**src/verilog/flash_ctl_pkg.sv**
```systemverilog
// constants for the flash program/erase control block
// assumes a byte-wide register port addressed by full 16-bit cpu address
package flash_ctl_pkg;
    localparam logic [15:0] FLASH_MODE_CONTROL_ADDR = 16'hFF80;
    localparam logic [15:0] ERASE_BLOCK_SELECT_1_ADDR = 16'hFF82;
    localparam logic [15:0] ERASE_BLOCK_SELECT_2_ADDR = 16'hFF83;
    localparam logic [15:0] FLASH_ADDR_LAST = 16'h7FFF;
    // mode control bit positions
    localparam int PROGRAM_BIT_POS = 0;
    localparam int ERASE_BIT_POS = 1;
    localparam int PROGRAM_VERIFY_BIT_POS = 2;
    localparam int ERASE_VERIFY_BIT_POS = 3;
    localparam logic [7:0] MODE_CONTROL_MASK = 8'h0F;
    localparam logic [7:0] REG_RESET = 8'h00;
    localparam logic [7:0] PREWRITE_VALUE = 8'h00;
    localparam logic [7:0] ERASED_VALUE = 8'hFF;

    typedef enum logic [2:0] {
        MODE_IDLE     = 3'b000,
        MODE_PROGRAM  = 3'b001,
        MODE_ERASE    = 3'b010,
        MODE_PVERIFY  = 3'b011,
        MODE_EVERIFY  = 3'b100,
        MODE_PWVERIFY = 3'b101
    } flash_mode_e;
endpackage : flash_ctl_pkg

```
**src/verilog/flash_program_erase_control.sv**
```systemverilog
// flash program/erase/verify sequencing driven by cpu software
// assumes the cpu runs the update routine from ram; flash cells sit outside
`timescale 1ns/1ps
module flash_program_erase_control
    import flash_ctl_pkg::*;
#(
    parameter int ADDR_W = 16
) (
    // clock and reset
    input  wire logic              clk,
    input  wire logic              rst_n,
    // register port
    input  wire logic [15:0]       reg_addr,
    input  wire logic [7:0]        reg_wdata,
    input  wire logic              reg_wr,
    input  wire logic              reg_rd,
    output logic      [7:0]        reg_rdata,
    // cpu flash access
    input  wire logic [ADDR_W-1:0] flash_addr,
    input  wire logic [7:0]        flash_wdata,
    input  wire logic              flash_wr,
    input  wire logic              flash_rd,
    // flash array side
    output logic [ADDR_W-1:0]      cell_addr,
    output logic [7:0]             cell_data,
    output logic                   cell_program,
    output logic                   cell_erase,
    output logic                   cell_pverify,
    output logic                   cell_everify,
    output logic [15:0]            cell_block_sel,
    output logic                   read_blocked,
    output logic [2:0]             mode
);
    logic [7:0]        mode_control;
    logic [7:0]        block_sel_1;
    logic [7:0]        block_sel_2;
    logic [ADDR_W-1:0] addr_latch;
    logic [7:0]        data_latch;
    flash_mode_e       next_mode;

    function automatic logic hit(input logic [15:0] a, input logic [15:0] r);
        hit = (a == r);
    endfunction : hit

    // registers; reserved mode bits read as zero
    always_ff @(posedge clk or negedge rst_n) begin
        if (!rst_n) begin
            mode_control <= REG_RESET;
            block_sel_1  <= REG_RESET;
            block_sel_2  <= REG_RESET;
        end else if (reg_wr) begin
            if (hit(reg_addr, FLASH_MODE_CONTROL_ADDR))
                mode_control <= reg_wdata & MODE_CONTROL_MASK;
            if (hit(reg_addr, ERASE_BLOCK_SELECT_1_ADDR))
                block_sel_1 <= reg_wdata;
            if (hit(reg_addr, ERASE_BLOCK_SELECT_2_ADDR))
                block_sel_2 <= reg_wdata;
        end
    end

    always_ff @(posedge clk or negedge rst_n) begin
        if (!rst_n) begin
            reg_rdata <= 8'h00;
        end else if (reg_rd) begin
            if (hit(reg_addr, FLASH_MODE_CONTROL_ADDR))
                reg_rdata <= mode_control;
            else if (hit(reg_addr, ERASE_BLOCK_SELECT_1_ADDR))
                reg_rdata <= block_sel_1;
            else if (hit(reg_addr, ERASE_BLOCK_SELECT_2_ADDR))
                reg_rdata <= block_sel_2;
            else
                reg_rdata <= 8'h00;
        end
    end

    // mode decode; program/erase win over verify so cells never see both
    always_comb begin
        next_mode = MODE_IDLE;
        if (mode_control[PROGRAM_BIT_POS])
            next_mode = MODE_PROGRAM;
        else if (mode_control[ERASE_BIT_POS])
            next_mode = MODE_ERASE;
        else if (mode_control[PROGRAM_VERIFY_BIT_POS])
            next_mode = MODE_PVERIFY;
        else if (mode_control[ERASE_VERIFY_BIT_POS])
            // a zero dummy write under erase-verify is a prewrite check
            next_mode = (data_latch == PREWRITE_VALUE) ? MODE_PWVERIFY
                                                       : MODE_EVERIFY;
    end

    always_ff @(posedge clk or negedge rst_n) begin
        if (!rst_n)
            mode <= MODE_IDLE;
        else
            mode <= next_mode;
    end

    // latches; a write during a pulse is ignored so the pulse target holds
    always_ff @(posedge clk or negedge rst_n) begin
        if (!rst_n) begin
            addr_latch <= '0;
            data_latch <= 8'h00;
        end else if (flash_wr && !mode_control[PROGRAM_BIT_POS]
                     && !mode_control[ERASE_BIT_POS]) begin
            addr_latch <= flash_addr;
            data_latch <= flash_wdata;
        end
    end

    // cell strobes follow the priority decode with one register stage
    always_ff @(posedge clk or negedge rst_n) begin
        if (!rst_n) begin
            cell_program   <= 1'b0;
            cell_erase     <= 1'b0;
            cell_pverify   <= 1'b0;
            cell_everify   <= 1'b0;
            cell_addr      <= '0;
            cell_data      <= 8'h00;
            cell_block_sel <= 16'h0000;
        end else begin
            cell_program <= (next_mode == MODE_PROGRAM)
                            && ({{(32-ADDR_W){1'b0}}, addr_latch}
                                <= 32'(FLASH_ADDR_LAST));
            cell_erase   <= (next_mode == MODE_ERASE);
            cell_pverify <= (next_mode == MODE_PVERIFY);
            cell_everify <= (next_mode == MODE_EVERIFY)
                            || (next_mode == MODE_PWVERIFY);
            cell_addr      <= addr_latch;
            cell_data      <= data_latch;
            cell_block_sel <= {block_sel_2, block_sel_1};
        end
    end

    // flash reads during a pulse would return garbage
    always_ff @(posedge clk or negedge rst_n) begin
        if (!rst_n)
            read_blocked <= 1'b0;
        else
            read_blocked <= flash_rd && (mode_control[PROGRAM_BIT_POS]
                                       || mode_control[ERASE_BIT_POS]);
    end
endmodule : flash_program_erase_control

```
**config.mk**
```make
export PLATFORM = sky130hd
export DESIGN_NAME = flash_program_erase_control
export DESIGN_NICKNAME = d
export VERILOG_FILES = /design/src/verilog/flash_ctl_pkg.sv /design/src/verilog/flash_program_erase_control.sv
export SDC_FILE = /design/constraint.sdc
export NUM_CORES = 1
export LEC_CHECK = 0
export BUFFER_PORTS_ARGS = -buffer_cell sky130_fd_sc_hd__buf_2
export CAP_MARGIN = 20
export CORE_ASPECT_RATIO = 0.6
export CORE_UTILIZATION = 43
export DETAILED_ROUTE_END_ITERATION = 10
export GPL_TIMING_DRIVEN = 0
export PLACE_DENSITY = 0.69
export SETUP_SLACK_MARGIN = 0.5
export SYNTH_ARGS = -nofsm -noshare
export SYNTH_HDL_FRONTEND = slang
export SYNTH_SLANG_ARGS = --single-unit
```
**constraint.sdc**
```tcl
create_clock -name clk -period 1.8 [get_ports clk]
set_input_delay 0.27 -clock clk [delete_from_list [all_inputs] [get_ports clk]]
set_output_delay 0.27 -clock clk [all_outputs]
set_load 0.02 [all_outputs]
```
# After elaboration in Yosys (flattened, before gate mapping)
# Cells that the tools add are included.
# totals
out_inout_bits,56
register_bits,100
in_bits,54
wordCells,44
# op_classes
muxes,8
magnitude_cmp,1
eq_ne,8
n_reduce_logical,12
# ops
operator,count
"16-bit equality test, second input constant",3
8-bit two-way mux,3
"16-bit by 15-bit <= comparator with 1-bit output, second input constant",1
3-bit two-way mux,4
8-bit logical NOT,1
"3-bit by 2-bit equality test with 1-bit output, second input constant",2
"3-bit equality test, second input constant",2
2-bit AND reduction,3
1-bit logical AND,4
"3-bit by 1-bit equality test with 1-bit output, second input constant",1
1-bit logical NOT,2
1-bit logical OR,2
1-bit two-way mux,1

# Depth between registers and ports, before layout
# depth
word_depth,8
mapped_depth,6
depth_no_buf,4

# Worst setup path before layout
# Ideal clock, no wire load.
# synth_path
path_type,in2reg
startpoint,input reg_addr[5]
endpoint,register block_sel_2[0]
setup_ns,0.125
slack_ns,-0.111
path_buffers,1
required_ns,1.675
t_arrival_ns,1.786
cell_stages,5
cell_sequence,or4b_4 -> nor4_4 -> and3_2 -> buf_6 -> mux2_2
# synth_between
elab_chain_cells,2
# synth_lines
item,line_no,source
start: declaration,flash_program_erase_control.sv:13,"input wire logic [15:0] reg_addr,"
16-bit equality test,flash_program_erase_control.sv:42,hit = (a == r);
2-bit AND reduction (no line),--,
end signal: assignment,flash_program_erase_control.sv:57,block_sel_2 <= reg_wdata;
end: declaration,flash_program_erase_control.sv:36,logic [7:0] block_sel_2;
# Every way passes these cells.
# A chain may end at the register's enable or synchronous reset.

# Worst setup path after layout
# layout_path
startpoint,input reg_addr[6]
endpoint,register mode_control[1]
# layout_between
elab_chain_cells,2
# layout_lines
item,line_no,source
16-bit equality test,flash_program_erase_control.sv:42,
2-bit AND reduction (no line),--,
end signal: assignment,flash_program_erase_control.sv:53,mode_control <= reg_wdata & MODE_CONTROL_MASK;
end: declaration,flash_program_erase_control.sv:34,logic [7:0] mode_control;
# Every way passes these cells.

==> reports/metrics.csv <==
stage,metric,value,unit
run_status,status,"finished, final reports clean",
power,maximum VDD drop,0.639,mV
timing,setup TNS,0,ns
routing,met3 WL,566,um
cts,Clock transition at path regs,0.07,ns
timing,fin crit period,1.60,ns
routing,final wirelength,7.52,mm
power,Final Total Pwr,4660,uW
place,detailed placer's ending HPWL,4.88,mm
cts,CTS tree,built,
layout,antenna diode count,0,
routing,DR WL/cell,16.4,um
cts,cts bufs inserted,9,
yosys,Synth Cell Area,0.00344,sq mm
global_route,global-route wire length before repair,11.9,mm
worst_setup_path,cells along the critical path,buf_6 -> or4b_4 -> buf_4 -> nor3_4 -> and3_4 -> buf_6 -> mux2_2,
die,io pins,110,
yosys,largest family of logic cells by synthesized area,multiplexers,
yosys,YS warnings,0,
layout,"commonest non-fill, non-tap cells in the layout","buf_2, dfrtp_1, mux2_4",
layout,Layout Cells excl Fill,458,
yosys,"Distinct cells, synth",26,
routing,DRC viols,0,
routing,met1 WL,3.49,mm
timing,Achievable Freq,627,MHz
routing,drt first pass iters,4,
yosys,Post-Synth XOR/XNOR Area,0,%
timing,fin. max-slew vios,0,
yosys,synthesized flop and latch total,100,
cts,Sink Count,100,
cts,CTS Buffer Depth,2,
global_route,final global-route overflow total,0,
timing,"Setup violations, final",0,
die,Site Rows,24,
routing,met2 WL post-DR,3.39,mm
global_route,vias in the first global route,2264,
layout,"most common cell after layout, fill and taps aside",buf_2,
die,Die Ht,71.3,um
power,Pleak,0.00261,uW
die,Initial Util,45.8,%
global_route,initial antenna violation count,0,
layout,share of layout cells above drive strength 1,61.3,%
worst_setup_path,WP data arrival,1.82,ns
worst_setup_path,crit-path leading delay family,simple AND/OR/NAND/NOR gates,
yosys,Cells after Synth,209,
timing,"Hold Violations, Final",0,
yosys,syn_nets,263,
timing,unrepaired setup endpoints after global routing,true,
worst_setup_path,sum of buffers and inverters on the critical path,3,
min_path,min-delay worst type,in -> reg,
yosys,Main synth FF type,dfrtp_1,
worst_setup_path,Worst path slowest cell,or4b_4,
place,Placed Instances,422,
worst_setup_path,endpoint type of the worst setup path,flip-flop,
worst_setup_path,crit path max fanout,4,
worst_setup_path,"Top cell by count, worst path",buf_6,
routing,Highest Signal Layer,met4,
global_route,largest net degree at the start of global routing,74,
place,gpl congestion,0.736,
worst_setup_path,max incr delay on CP,0.55,ns
yosys,fraction of registers with async set/reset,100,%
worst_setup_path,Crit Path Category,in -> reg,
routing,Starting DRT DRC Count,104,
cts,CTS root buf,clkbuf_16,
worst_setup_path,CP Data Required Time,2.02,ns
die,die area,0.00837,sq mm
yosys,Compound-Gate Fraction of Synth Area,2.80,%
global_route,Total GRT Usage,19.1,%
routing,via count,2218,
power,Power Dens Cells,935,mW/mm^2
timing,Setup Skew,0.00572,ns
worst_setup_path,startpoint class of the critical path,primary input,
cts,htree depth,3,
die,core region area,0.00751,sq mm
job,max-cap violation count,0,
layout,Layout area overhead,44.9,%
die,Die Width,117,um
timing,Relative slew margins,51.6,%
routing,vias per inst,4.84,
timing,period utilization,88.6,%
yosys,post-synthesis adder-cell area fraction,0,%
cts,worst skew pair latency,0.34,ns
routing,Final ANT Viol Nets,0,
yosys,Post-synth EDFFs,0,
yosys,mean post-synth cell area,16.4,sq um
timing,Worst Tran Pin Value,0.726,ns
layout,Layout Nets,403,
yosys,post-synthesis sequential area ratio,72.8,%
place,IO buf count,108,
layout,fill cell count,575,
yosys,Synth Area in Simple Gates,5.28,%
yosys,post-synthesis mux area share,16.9,%
## sequential cells by signal (all words and copies together), names as in the netlist, 3 cells and up
signal	flops
addr_latch	16
cell_addr	16
cell_block_sel	16
block_sel_1	8
block_sel_2	8
cell_data	8
data_latch	8
reg_rdata	8
mode_control	4
mode	3
## path summary, 6_finish.rpt
kind	startpoint	endpoint	slack [ns]	cells past startpoint
min in group asynchronous	rst_n	cell_addr[3]	0.40	2
worst max-delay path	reg_addr[6]	mode_control[1]	0.20	7
worst max register to register	mode_control[0]	data_latch[4]	0.24	7
worst min register to register	addr_latch[3]	cell_addr[3]	0.38	0
max in group asynchronous	rst_n	cell_addr[11]	0.75	3
worst min-delay path	flash_addr[3]	addr_latch[3]	0.16	2
## cells in the mapped netlist, types with 3 or more instances
cell type | n | area [sq um]
a22oi_1 | 4 | 30.0
buf_2 | 4 | 20.0
clkbuf_1 | 4 | 15.0
dfrtp_1 | 100 | 2500
inv_1 | 8 | 30.0
mux2_2 | 48 | 541
mux2i_1 | 4 | 40.0
nor2_1 | 5 | 18.8
nor2b_1 | 3 | 18.8
o22ai_1 | 8 | 50.1
## area by class of cell
type,instances,area [sq um],share of cell area (%)
inverter,8,30.0,0.603
clock buffer,9,225,4.52
multi-input combinational,92,1070,21.5
buffer,9,133,2.66
tap,104,130,2.61
sequential,100,2500,50.2
timing repair buffer,129,828,16.6
clock inverter,7,60.1,1.21
## report_power, final
part           switching [uW]  total (uW)  internal (uW)
Clock                     843        1800            956
Combinational             224         454            231
Sequential               48.8        2400           2350
## logic make-up (layout without fill, tap and decap cells)
family,count (synthesis),in the layout
compound gates,14,14
buf+inv,17,162
mux,52,52
flops,100,100
simple gates,26,26
## layer usage
metal	track usage (%)	up-vias
met4	5.34	0
met1	26.6	1115
li1	-	1014
met3	7.80	7
met5	0	-
met2	27.8	82
## stage by stage
stage | cell area, sq um | setup WS [ns] | utilization, % | hold slack, ns
3_3_place_gp | 4290 | -0.489 | 57.1 | 0.356
2_1_floorplan | 3620 | -0.0518 | - | -0.0256
6_report | 4980 | 0.204 | 66.4 | 0.158
3_5_place_dp | 4320 | -0.249 | 57.5 | 0.210
4_1_cts | 4880 | 0.225 | 65.1 | 0.142
5_1_grt | 4980 | 0.164 | 66.4 | 0.148
## repair_timing
| item | in CTS | in global routing |
|---|---|---|
| setup buffers | 13 | 4 |
| pin swaps | 3 | 7 |
| hold buffers | 1 | 0 |
| gates cloned | 2 | 0 |
| resized for setup | 20 | 14 |
| endpoints found under the setup margin | 45 | 52 |
| hold endpoints to repair | 27 | 0 |
Note: power is estimated with default switching activity, not from simulation.
